## src/pkg/phy_diag_consts.svh

```systemverilog
// Register indices, field positions, reset values and timing counts
// Functional notes
// - Control 2 bit 2 loops frames from the line partner back onto the line.
// - With crossover fixed, the test runs on the manually selected pair.
// - Writing one to diag bit 15 starts a test; hardware clears it when done.
// - Result bits 14:13 give normal, open, short or failed test.
// - If the partner cannot be silenced, skip measurement and report code 11.
// - Fault distance is a 9-bit count in bits 8:0; times 0.38 gives meters.
// - Control 1 bit 5 enables the board chain test mode.
// - In chain mode the I/O pins feed nested NAND gates driving TXD1.
// - Chain order runs MDIO, MDC, RXD1, RXD0, CRS_DV, REF_CLK, irq, TXEN, LED, TXD0.
// - Each further input driven low toggles the chain output, starting high to low.
// - Control 2 bit 10 enables power saving with auto-negotiation on and no link.
// - Zero in 18h bit 11 enables energy-detect power-down under the same conditions.
// - With 10h bit 4 set, the PLL turns off during energy-detect power-down.
// - Basic control bit 11 powers down all but the management interface.
// - Clearing basic control bit 11 leaves power-down.
// - 11h bit 5 drops the reference input and selects the slow on-chip oscillator.
// - Management frames: 32 ones, start 01, read 10, write 01, addresses, turnaround, 16 bits.
`ifndef PHY_DIAG_CONSTS_SVH
`define PHY_DIAG_CONSTS_SVH

// Register indices, byte address is four times the index
`define IDX_BASIC 5'h00
`define IDX_OPMODE 5'h10
`define IDX_AFE 5'h11
`define IDX_CTRL1 5'h16
`define IDX_ENERGY_DETECT_POWERDOWN 5'h18
`define IDX_DIAG 5'h1D
`define IDX_CTRL2 5'h1F

// Writable bits and reset values
`define MASK_BASIC 16'h3900
`define MASK_OPMODE 16'h0010
`define MASK_AFE 16'h0020
`define MASK_CTRL1 16'h0220
`define MASK_ENERGY_DETECT_POWERDOWN 16'h0800
`define MASK_CTRL2 16'h6404
`define RST_BASIC 16'h3100
`define RST_ENERGY_DETECT_POWERDOWN 16'h0800
`define RST_ZERO 16'h0000

// Field positions
`define B_SWRST 15
`define B_AN 12
`define B_PDN 11
`define B_PLLOFF 4
`define B_SLOWOSC 5
`define B_NAND 5
`define B_BCASTOFF 9
`define B_ENERGY_DETECT_POWERDOWN_OFF 11
`define B_DIAG_GO 15
`define B_MDIX_SEL 14
`define B_AUTOX_OFF 13
`define B_PSAVE 10
`define B_RLOOP 2

// Management frame fields
`define MD_PRE_ONES 6'd32
`define MD_OP_RD 2'b10
`define MD_OP_WR 2'b01

// Timing
`define CLK_NS 20
`define QUIET_NS 10000
`define QUIET_CYC ((`QUIET_NS + `CLK_NS - 1) / `CLK_NS)
`define QUIET_W 10

`endif

```

## src/pkg/phy_diag_pkg.sv

```systemverilog
// Types shared by the diagnostic and power control logic
package phy_diag_pkg;
  typedef enum logic [1:0] {
    DIAG_NORMAL = 2'b00,
    DIAG_OPEN = 2'b01,
    DIAG_SHORT = 2'b10,
    DIAG_FAIL = 2'b11
  } diag_result_type;
  typedef enum logic [1:0] {
    TDR_IDLE = 2'b00,
    TDR_QUIET = 2'b01,
    TDR_LISTEN = 2'b10
  } tdr_state_type;
  typedef enum logic [1:0] {
    MD_PRE = 2'b00,
    MD_HDR = 2'b01,
    MD_TA = 2'b10,
    MD_DATA = 2'b11
  } mdio_state_type;
endpackage
```

## src/logic/mdio_slave.sv

```systemverilog
// Serial management frame slave, sampled on the system clock
`timescale 1ns/1ps
`include "phy_diag_consts.svh"
module mdio_slave
  import phy_diag_pkg::*;
(
  // Clock and reset
  input wire logic pclk,
  input wire logic presetn,
  // Management pins
  input wire logic mdc,
  input wire logic mdio_i,
  output logic mdio_o,
  output logic mdio_oe,
  // Addressing
  input wire logic [4:0] phy_addr,
  input wire logic bcast_off,
  input wire logic enable,
  // Register file port
  output logic [4:0] reg_addr,
  input wire logic [15:0] rd_data,
  output logic wr_en,
  output logic [15:0] wr_data
);
  mdio_state_type state_q;
  logic mdc_q;
  logic is_rd_q;
  logic [5:0] ones_q;
  logic [4:0] cnt_q;
  logic [15:0] sh_q;
  logic [4:0] addr_q;

  // Header decode on the last header bit
  wire rise = enable & mdc & ~mdc_q;
  wire [12:0] hdr = {sh_q[11:0], mdio_i};
  wire hit = (hdr[9:5] == phy_addr) | ((hdr[9:5] == 5'h00) & ~bcast_off);
  wire op_ok = (hdr[11:10] == `MD_OP_RD) | (hdr[11:10] == `MD_OP_WR);
  assign reg_addr = addr_q;

  always_ff @(posedge pclk or negedge presetn) begin
    if (!presetn) begin
      state_q <= MD_PRE;
      mdc_q <= 1'b0;
      is_rd_q <= 1'b0;
      ones_q <= 6'h00;
      cnt_q <= 5'h00;
      sh_q <= 16'h0000;
      addr_q <= 5'h00;
      mdio_o <= 1'b0;
      mdio_oe <= 1'b0;
      wr_en <= 1'b0;
      wr_data <= 16'h0000;
    end else begin
      mdc_q <= mdc;
      wr_en <= 1'b0;
      if (!enable) begin
        mdio_oe <= 1'b0;
        state_q <= MD_PRE;
      end else if (rise) begin
        case (state_q)
          MD_PRE: begin
            if (mdio_i) begin
              ones_q <= (ones_q == `MD_PRE_ONES) ? ones_q : ones_q + 6'd1;
            end else begin
              ones_q <= 6'h00;
              cnt_q <= 5'h00;
              if (ones_q == `MD_PRE_ONES) state_q <= MD_HDR;
            end
          end
          MD_HDR: begin
            sh_q <= {sh_q[14:0], mdio_i};
            cnt_q <= cnt_q + 5'd1;
            if (cnt_q == 5'd12) begin
              addr_q <= hdr[4:0];
              is_rd_q <= (hdr[11:10] == `MD_OP_RD);
              state_q <= (hdr[12] & hit & op_ok) ? MD_TA : MD_PRE;
            end
          end
          MD_TA: begin
            cnt_q <= 5'h00;
            mdio_oe <= is_rd_q;
            mdio_o <= 1'b0;
            sh_q <= rd_data;
            state_q <= MD_DATA;
          end
          default: begin
            cnt_q <= cnt_q + 5'd1;
            if (is_rd_q) begin
              mdio_o <= sh_q[15];
              sh_q <= {sh_q[14:0], 1'b0};
            end else if (cnt_q != 5'd0) begin
              sh_q <= {sh_q[14:0], mdio_i};
            end
            if (cnt_q == 5'd16) begin
              mdio_oe <= 1'b0;
              wr_en <= ~is_rd_q;
              wr_data <= {sh_q[14:0], mdio_i};
              state_q <= MD_PRE;
            end
          end
        endcase
      end
    end
  end
endmodule

```

## src/logic/nand_chain.sv

```systemverilog
// Nested NAND chain for board-level pin connectivity test
`timescale 1ns/1ps
module nand_chain #(
  parameter int N = 10
) (
  // Chain inputs, first link at bit 0
  input wire logic [N-1:0] pins,
  // End of the chain
  output logic chain_out
);
  logic [N:0] link;

  // Seed of the chain
  assign link[0] = 1'b1;

  genvar i;
  generate
    for (i = 0; i < N; i++) begin : g_stage
      assign link[i+1] = ~(pins[i] & link[i]);
    end
  endgenerate

  assign chain_out = link[N];
endmodule

```

## src/logic/phy_diag_power_control.sv

```systemverilog
// Diagnostic, board test and power mode control with APB and serial access
`timescale 1ns/1ps
`include "phy_diag_consts.svh"
module phy_diag_power_control
  import phy_diag_pkg::*;
(
  // APB slave
  input wire logic pclk,
  input wire logic presetn,
  input wire logic psel,
  input wire logic penable,
  input wire logic pwrite,
  input wire logic [11:0] paddr,
  input wire logic [31:0] pwdata,
  output logic [31:0] prdata,
  output logic pready,
  output logic pslverr,
  // Management pins
  input wire logic mdc,
  input wire logic mdio_i,
  output logic mdio_o,
  output logic mdio_oe,
  input wire logic [4:0] phy_addr,
  // Line status
  input wire logic link_up,
  input wire logic auto_mdix_pair,
  // Cable test front end
  input wire logic partner_silent,
  input wire logic echo_open,
  input wire logic echo_short,
  output logic tdr_pulse,
  output logic tdr_pair_mdix,
  // Board test chain
  input wire logic [9:0] nand_pins,
  output logic txd1_o,
  output logic txd1_oe,
  output logic nand_mode,
  // Mode outputs
  output logic remote_loopback,
  output logic power_save_active,
  output logic energy_detect_powerdown,
  output logic pll_off,
  output logic powered_down,
  output logic slow_osc_sel,
  output logic soft_reset_pulse
);
  logic [15:0] basic_q;
  logic [15:0] opmode_q;
  logic [15:0] afe_q;
  logic [15:0] ctrl1_q;
  logic [15:0] energy_detect_powerdown_q;
  logic [15:0] ctrl2_q;
  logic diag_busy_q;
  diag_result_type diag_res_q;
  logic [8:0] diag_dist_q;
  tdr_state_type tdr_st_q;
  logic [`QUIET_W-1:0] quiet_q;
  logic ack_q;
  logic [31:0] prdata_q;
  logic [4:0] md_addr;
  logic md_wr;
  logic [15:0] md_data;
  logic chain_out;

  // Read mux shared by both access paths, bit 16 flags a mapped index
  function automatic logic [16:0] reg_read(input logic [4:0] idx);
    logic [16:0] r;
    r = 17'h00000;
    if (idx == `IDX_BASIC) begin
      r = {1'b1, basic_q};
    end else if (idx == `IDX_OPMODE) begin
      r = {1'b1, opmode_q};
    end else if (idx == `IDX_AFE) begin
      r = {1'b1, afe_q};
    end else if (idx == `IDX_CTRL1) begin
      r = {1'b1, ctrl1_q};
    end else if (idx == `IDX_ENERGY_DETECT_POWERDOWN) begin
      r = {1'b1, energy_detect_powerdown_q};
    end else if (idx == `IDX_DIAG) begin
      r = {1'b1, diag_busy_q, diag_res_q, 4'h0, diag_dist_q};
    end else if (idx == `IDX_CTRL2) begin
      r = {1'b1, ctrl2_q};
    end
    return r;
  endfunction

  // APB decode
  wire apb_acc = psel & penable;
  wire [4:0] apb_idx = paddr[6:2];
  logic [16:0] apb_rd;
  logic [16:0] md_rd;

  // Read muxes follow every register change, not only a change of index
  always_comb begin
    apb_rd = reg_read(apb_idx);
    md_rd = reg_read(md_addr);
  end

  wire apb_hit = (paddr[11:7] == 5'h00) & (paddr[1:0] == 2'b00) & apb_rd[16];
  wire apb_wr = apb_acc & ack_q & pwrite & apb_hit;
  assign pready = ack_q;
  assign pslverr = ack_q & ~apb_hit;
  assign prdata = prdata_q;

  // APB answers one cycle into the access phase with registered data
  always_ff @(posedge pclk or negedge presetn) begin
    if (!presetn) begin
      ack_q <= 1'b0;
      prdata_q <= 32'h00000000;
    end else begin
      ack_q <= apb_acc & ~ack_q;
      if (apb_acc & ~ack_q & ~pwrite) prdata_q <= {16'h0000, apb_rd[15:0]};
    end
  end

  // Merged write port, APB has priority over a serial write
  wire wr_en = apb_wr | md_wr;
  wire [4:0] wr_idx = apb_wr ? apb_idx : md_addr;
  wire [15:0] wr_val = apb_wr ? pwdata[15:0] : md_data;
  wire wr_basic = wr_en & (wr_idx == `IDX_BASIC);
  wire wr_opmode = wr_en & (wr_idx == `IDX_OPMODE);
  wire wr_afe = wr_en & (wr_idx == `IDX_AFE);
  wire wr_ctrl1 = wr_en & (wr_idx == `IDX_CTRL1);
  wire wr_energy_detect_powerdown = wr_en & (wr_idx == `IDX_ENERGY_DETECT_POWERDOWN);
  wire wr_diag = wr_en & (wr_idx == `IDX_DIAG);
  wire wr_ctrl2 = wr_en & (wr_idx == `IDX_CTRL2);
  wire sw_rst = wr_basic & wr_val[`B_SWRST];

  // Shared status terms
  wire pd = basic_q[`B_PDN];
  wire an_en = basic_q[`B_AN];
  wire no_link = an_en & ~link_up & ~pd;
  wire go = wr_diag & wr_val[`B_DIAG_GO] & ~diag_busy_q & ~pd & ~sw_rst;

  // Serial management access stays alive in power-down
  mdio_slave u_mdio (
    .pclk(pclk),
    .presetn(presetn),
    .mdc(mdc),
    .mdio_i(mdio_i),
    .mdio_o(mdio_o),
    .mdio_oe(mdio_oe),
    .phy_addr(phy_addr),
    .bcast_off(ctrl1_q[`B_BCASTOFF]),
    .enable(~ctrl1_q[`B_NAND]),
    .reg_addr(md_addr),
    .rd_data(md_rd[15:0]),
    .wr_en(md_wr),
    .wr_data(md_data)
  );

  // Control registers, software reset restores defaults
  always_ff @(posedge pclk or negedge presetn) begin
    if (!presetn) begin
      basic_q <= `RST_BASIC;
      opmode_q <= `RST_ZERO;
      afe_q <= `RST_ZERO;
      ctrl1_q <= `RST_ZERO;
      energy_detect_powerdown_q <= `RST_ENERGY_DETECT_POWERDOWN;
      ctrl2_q <= `RST_ZERO;
    end else if (sw_rst) begin
      basic_q <= `RST_BASIC;
      opmode_q <= `RST_ZERO;
      afe_q <= `RST_ZERO;
      ctrl1_q <= `RST_ZERO;
      energy_detect_powerdown_q <= `RST_ENERGY_DETECT_POWERDOWN;
      ctrl2_q <= `RST_ZERO;
    end else begin
      if (wr_basic) basic_q <= wr_val & `MASK_BASIC;
      if (wr_opmode) opmode_q <= wr_val & `MASK_OPMODE;
      if (wr_afe) afe_q <= wr_val & `MASK_AFE;
      if (wr_ctrl1) ctrl1_q <= wr_val & `MASK_CTRL1;
      if (wr_energy_detect_powerdown) energy_detect_powerdown_q <= wr_val & `MASK_ENERGY_DETECT_POWERDOWN;
      if (wr_ctrl2) ctrl2_q <= wr_val & `MASK_CTRL2;
    end
  end

  // cable test sequencer with self-clearing busy bit
  always_ff @(posedge pclk or negedge presetn) begin
    if (!presetn) begin
      tdr_st_q <= TDR_IDLE;
      diag_busy_q <= 1'b0;
      diag_res_q <= DIAG_NORMAL;
      diag_dist_q <= 9'h000;
      quiet_q <= '0;
      tdr_pulse <= 1'b0;
    end else begin
      tdr_pulse <= 1'b0;
      if (sw_rst) begin
        tdr_st_q <= TDR_IDLE;
        diag_busy_q <= 1'b0;
        diag_res_q <= DIAG_NORMAL;
        diag_dist_q <= 9'h000;
      end else if (pd & diag_busy_q) begin
        tdr_st_q <= TDR_IDLE;
        diag_busy_q <= 1'b0;
        diag_res_q <= DIAG_FAIL;
      end else begin
        case (tdr_st_q)
          TDR_IDLE: begin
            // results change only when a test starts
            if (go) begin
              diag_busy_q <= 1'b1;
              diag_res_q <= DIAG_NORMAL;
              diag_dist_q <= 9'h000;
              quiet_q <= '0;
              tdr_st_q <= TDR_QUIET;
            end
          end
          TDR_QUIET: begin
            // partner never went quiet, no measurement
            if (partner_silent) begin
              tdr_pulse <= 1'b1;
              tdr_st_q <= TDR_LISTEN;
            end else if (quiet_q == `QUIET_W'(`QUIET_CYC - 1)) begin
              diag_res_q <= DIAG_FAIL;
              diag_busy_q <= 1'b0;
              tdr_st_q <= TDR_IDLE;
            end else begin
              quiet_q <= quiet_q + `QUIET_W'(1);
            end
          end
          default: begin
            if (echo_open | echo_short) begin
              diag_res_q <= echo_short ? DIAG_SHORT : DIAG_OPEN;
              diag_busy_q <= 1'b0;
              tdr_st_q <= TDR_IDLE;
            end else if (&diag_dist_q) begin
              diag_busy_q <= 1'b0;
              tdr_st_q <= TDR_IDLE;
            end else begin
              // distance counts cycles until the echo
              diag_dist_q <= diag_dist_q + 9'd1;
            end
          end
        endcase
      end
    end
  end

  // Mode decode
  // power saving needs auto-negotiation and no link
  wire psave_d = ctrl2_q[`B_PSAVE] & no_link;
  // energy-detect power-down enabled by a zero bit
  wire energy_detect_powerdown_d = ~energy_detect_powerdown_q[`B_ENERGY_DETECT_POWERDOWN_OFF] & no_link;
  // PLL off in power-down or in automatic energy-detect mode
  wire pll_off_d = pd | (energy_detect_powerdown_d & opmode_q[`B_PLLOFF]);
  // loopback held off while powered down
  wire loop_d = ctrl2_q[`B_RLOOP] & ~pd;
  // fixed pair when automatic crossover is off
  wire pair_d = ctrl2_q[`B_AUTOX_OFF] ? ctrl2_q[`B_MDIX_SEL] : auto_mdix_pair;

  // pins arrive in chain order, MDIO at bit 0
  nand_chain #(
    .N(10)
  ) u_chain (
    .pins(nand_pins),
    .chain_out(chain_out)
  );

  // Registered mode outputs
  always_ff @(posedge pclk or negedge presetn) begin
    if (!presetn) begin
      remote_loopback <= 1'b0;
      power_save_active <= 1'b0;
      energy_detect_powerdown <= 1'b0;
      pll_off <= 1'b0;
      powered_down <= 1'b0;
      slow_osc_sel <= 1'b0;
      tdr_pair_mdix <= 1'b0;
      soft_reset_pulse <= 1'b0;
    end else begin
      remote_loopback <= loop_d;
      power_save_active <= psave_d;
      energy_detect_powerdown <= energy_detect_powerdown_d;
      pll_off <= pll_off_d;
      powered_down <= pd;
      slow_osc_sel <= afe_q[`B_SLOWOSC];
      tdr_pair_mdix <= pair_d;
      soft_reset_pulse <= sw_rst;
    end
  end

  // chain mode drives TXD1 with the chain end
  always_ff @(posedge pclk or negedge presetn) begin
    if (!presetn) begin
      nand_mode <= 1'b0;
      txd1_o <= 1'b0;
      txd1_oe <= 1'b0;
    end else begin
      nand_mode <= ctrl1_q[`B_NAND];
      txd1_o <= chain_out;
      txd1_oe <= ctrl1_q[`B_NAND];
    end
  end
endmodule

```

## config.mk

```make
export PLATFORM = sky130hd
export DESIGN_NAME = phy_diag_power_control
export DESIGN_NICKNAME = d
export VERILOG_FILES = /design/src/pkg/phy_diag_pkg.sv /design/src/logic/mdio_slave.sv /design/src/logic/nand_chain.sv /design/src/logic/phy_diag_power_control.sv
export VERILOG_INCLUDE_DIRS = /design/src /design/src/pkg
export SDC_FILE = /design/constraint.sdc
export NUM_CORES = 1
export LEC_CHECK = 0
export BUFFER_PORTS_ARGS = -buffer_cell sky130_fd_sc_hd__buf_2
export CELL_PAD_IN_SITES_DETAIL_PLACEMENT = 1
export CELL_PAD_IN_SITES_GLOBAL_PLACEMENT = 2
export CORE_MARGIN = 5
export CORE_UTILIZATION = 35
export CTS_BUF_LIST = sky130_fd_sc_hd__clkbuf_4 sky130_fd_sc_hd__clkbuf_8
export CTS_CLUSTER_SIZE = 20
export DETAILED_ROUTE_END_ITERATION = 7
export PLACE_DENSITY = 0.89
export SETUP_SLACK_MARGIN = 0.3
export SYNTH_ARGS = -nofsm -noshare
export SYNTH_HDL_FRONTEND = slang
export SYNTH_SLANG_ARGS = --single-unit
export TNS_END_PERCENT = 1
```

## constraint.sdc

```tcl
create_clock -name pclk -period 2.65 [get_ports pclk]
set_input_delay 0.53 -clock pclk [delete_from_list [all_inputs] [get_ports pclk]]
set_output_delay 0.53 -clock pclk [all_outputs]
set_load 0.02 [all_outputs]
```

==> summary.txt <==
Status
  – Status: completed

Floorplanning
  – Die area: 0.0204 sq mm
  – Starting density of the core: 0.357
  – CORE AREA: between 0.015 and 0.02 sq mm
  – Die Width: 143 microns
  – Die height: 143 microns
  – IO Count: about 120
  – Core Rows: 48

Clock network
  – Num CTS Buffers: 17
  – Worst-Skew Late Latency: about 440 ps
  – Clock Path Buffers: 2
  – CTS tree: yes
  – Htree depth: 4
  – Clock root cell: clkbuf_8
  – Clk sinks: approximately 120
  – Clock transition at the registers of the reported paths: 60 ps

Timing
  – Slew @ Worst Pin: 693 ps
  – Final period utilization: 0.897
  – Final worst setup slack: between 200 and 300 ps
  – Worst clock skew: 10.8 ps
  – F_max: 0.421 GHz
  – RSZ-0062 raised after global routing: true
  – Slew Limit Fails: 0
  – Slew margin rel.: 0.538
  – Period minus WS final: between 2000 and 2500 ps
  – Final setup violation count: 0
  – Final-report hold violation count: 0

Logic synthesis
  – Post-synth EDFFs: 0
  – Top-count cell post-synth: dfrtp_1
  – Synth Cell Area: 0.00617 sq mm
  – Top post-synthesis cells by area: dfrtp_1, nor2_1, nand2_1, mux2_2, mux2i_1
  – Mapped Avg Cell Area: 9.65 sq um
  – Library cells used by synthesis: 67
  – Async set-or-reset flop fraction in the synthesized netlist: 1.00
  – Register area share after synthesis: 0.467
  – Synth cell count leaders: dfrtp_1, nor2_1, nand2_1, o21ai_0, a21oi_1
  – Share of the synthesized area in the top cell type: 0.450
  – Top_reg_cell synth: dfrtp_1
  – Synth Warn #: 0
  – Syn Inst Count: 640
  – Yosys reg bits: 115
  – Biggest area consumer among synthesized cells: dfrtp_1

Global route
  – GR Util met1: 0.244
  – Antenna violations before repair: 0
  – Largest net degree at the start of global routing: 53
  – Vias in the first global route: 6015
  – Global route total overflow: 0
  – Met3 global-route usage: 0.0338
  – GRT Total Usage: 0.194
  – GRT Max-Usage Layer: met2
  – First-pass GRT wire length: between 30000 and 40000 microns
  – Met2 usage: 0.340

Placement
  – Dpl ws: -192 ps
  – Port buffer count: roughly 80
  – GP Congestion: between 0.8 and 0.9
  – Area after DPL: about 0.0070 sq mm
  – Post-DP HPWL: between 10000 and 15000 microns

Final layout
  – Layout area overhead: 23.0%
  – Storage element area: 0.00288 sq mm
  – Fillers: 2037
  – Nets@finish: 842
  – Final Cell Area: 0.00760 sq mm
  – Multi-input logic area: around 0.0032 sq mm
  – Layout cell share with drive strength beyond 1: 0.285
  – Antenna cell count: 0

Power and ir drop
  – Clk network pwr share: 0.330
  – Max IR drop VDD: roughly 0.00039 V
  – Pint: 0.00356 W
  – P_sw: 0.00178 W
  – Combinational share of power: 0.242
  – Sw Share: 0.334
  – Leak: 3.48 nW
  – Reg power frac: 0.429
  – Pwr/cell area: 703 mW/mm^2

Worst hold path
  – Hold Crit Depth: 1
  – Type of the worst min-delay path: input port to flip-flop
  – Hold Crit Start: mdc
  – Worst hold endpoint: u_mdio.mdc_q

Worst setup path
  – R2R setup slack: 370 ps
  – Crit path DAT: ~1900 ps
  – CP Capture Type: primary output
  – Critical path fanouts, max: 7
  – Data required, critical path: about 2100 ps
  – Crit Reg-Reg Endpoint: u_mdio.sh_q[2]
  – CP startpoint kind: input port
  – Critical path class: input port to primary output
  – R2R depth: 7
  – R2r startpoint: u_mdio.state_q[0]

Detailed routing
  – DRT Pass-1 Iters: 6
  – Remaining DRCs: 0
  – Routed Antenna Nets: 0
  – DR WL/cell: 19.5 microns
  – Drt via density: 5.50
  – First DRT Iteration DRCs: 273
  – Via count: 5484
  – Final wirelength: 19500 microns

Job
  – Maxcap violations: 0
[power groups by stage]
| stage | Combinational (W) | Sequential, W | Clock [W] |
|---|---|---|---|
| after floorplan | 0.000908 | 0.00219 | 0 |
| after global placement | 0.00114 | 0.00229 | 0 |
| after detailed placement | 0.00123 | 0.00231 | 0 |
| after CTS | 0.00125 | 0.00228 | 0.00179 |
| after global routing | 0.00145 | 0.00233 | 0.00189 |
| final | 0.00129 | 0.00229 | 0.00176 |
[registers in the layout, indices dropped and copies added (netlist names), 2 cells and up]
| signal | flops |
|---|---|
| basic_q | 4 |
| ctrl1_q | 2 |
| ctrl2_q | 4 |
| diag_dist_q | 9 |
| diag_res_q | 2 |
| prdata | 16 |
| quiet_q | 10 |
| tdr_st_q | 2 |
| u_mdio.cnt_q | 5 |
| u_mdio.ones_q | 6 |
| u_mdio.reg_addr | 5 |
| u_mdio.sh_q | 16 |
| u_mdio.state_q | 2 |
| u_mdio.wr_data | 11 |
[kinds of logic (layout without fill, tap and decap cells)]
group | after synthesis | after routing | share of synthesized area
compound gates | 147 | 147 | 0.165
xor+xnor | 13 | 13 | 0.0184
fa+ha+maj | 12 | 12 | 0.0243
buf+inv | 61 | 177 | 0.0537
flops | 115 | 115 | 0.467
mux | 37 | 37 | 0.0640
other cells | 1 | 16 | 0.000607
simple gates | 254 | 255 | 0.207
[routing by layer]
| layer | vias up | wire length, microns |
|---|---|---|
| met1 | 2792 | 8140 |
| li1 | 2545 | - |
| met3 | 23 | 991 |
| met5 | - | 0 |
| met4 | 0 | 317 |
| met2 | 124 | 10000 |
[cells in the final DEF (no fill, tap or decap), drive strengths merged, types with 17 or more instances in the layout]
master and instances:
clkbuf 29, nand3 28, nor3 25, dfrtp 111
nand2 61, mux2 20, a21oi 32, o21ai 33
buf 128, mux2i 17, nor2 68
[through the flow]
| step | utilization | instances | hold WS [ps] | TNS [ps] | power, W |
|---|---|---|---|---|---|
| 2_1_floorplan | - | 655 | 234 | 0 | 0.00310 |
| 3_3_place_gp | 0.406 | 961 | 439 | -1840 | 0.00343 |
| 3_5_place_dp | 0.406 | 961 | 437 | -2780 | 0.00353 |
| 4_1_cts | 0.432 | 994 | 203 | 0 | 0.00532 |
| 5_1_grt | 0.439 | 997 | 206 | 0 | 0.00567 |
| 6_report | 0.439 | 997 | 226 | 0 | 0.00534 |
[cell type report]
type	instances	share of cell area
inverters	16	0.00791
multi-input cells	480	0.415
clock inverters	3	0.00856
clock buffers	29	0.0484
well taps	225	0.0371
flip-flops and latches	115	0.380
repair buffers	129	0.103
[timing repair]
action | in CTS | in global routing
endpoints found under the setup margin | 27 | 45
pin swaps | 0 | 2
endpoints found under the hold margin | 18 | 0
gates resized for setup | 1 | 22
cloned | 0 | 1
hold buffers | 1 | 0
buffers inserted | 0 | 2
[critical path, stage by stage]
cell and delay (ps):
buf_2 200, nor3_1 110, or4_4 570, a21oi_2 150, o31a_2 130, buf_2 150
[worst max path at each step]
stage / startpoint / endpoint / slack [ps]
2_1_floorplan: paddr[9] / quiet_q[9] / 70
3_3_place_gp: paddr[9] / quiet_q[3] / -140
3_5_place_dp: paddr[9] / quiet_q[5] / -190
4_1_cts: paddr[2] / pslverr / 110
5_1_grt: paddr[2] / pslverr / 210
6_report: paddr[2] / pslverr / 270
No activity file was read; power rests on OpenSTA's default activity.
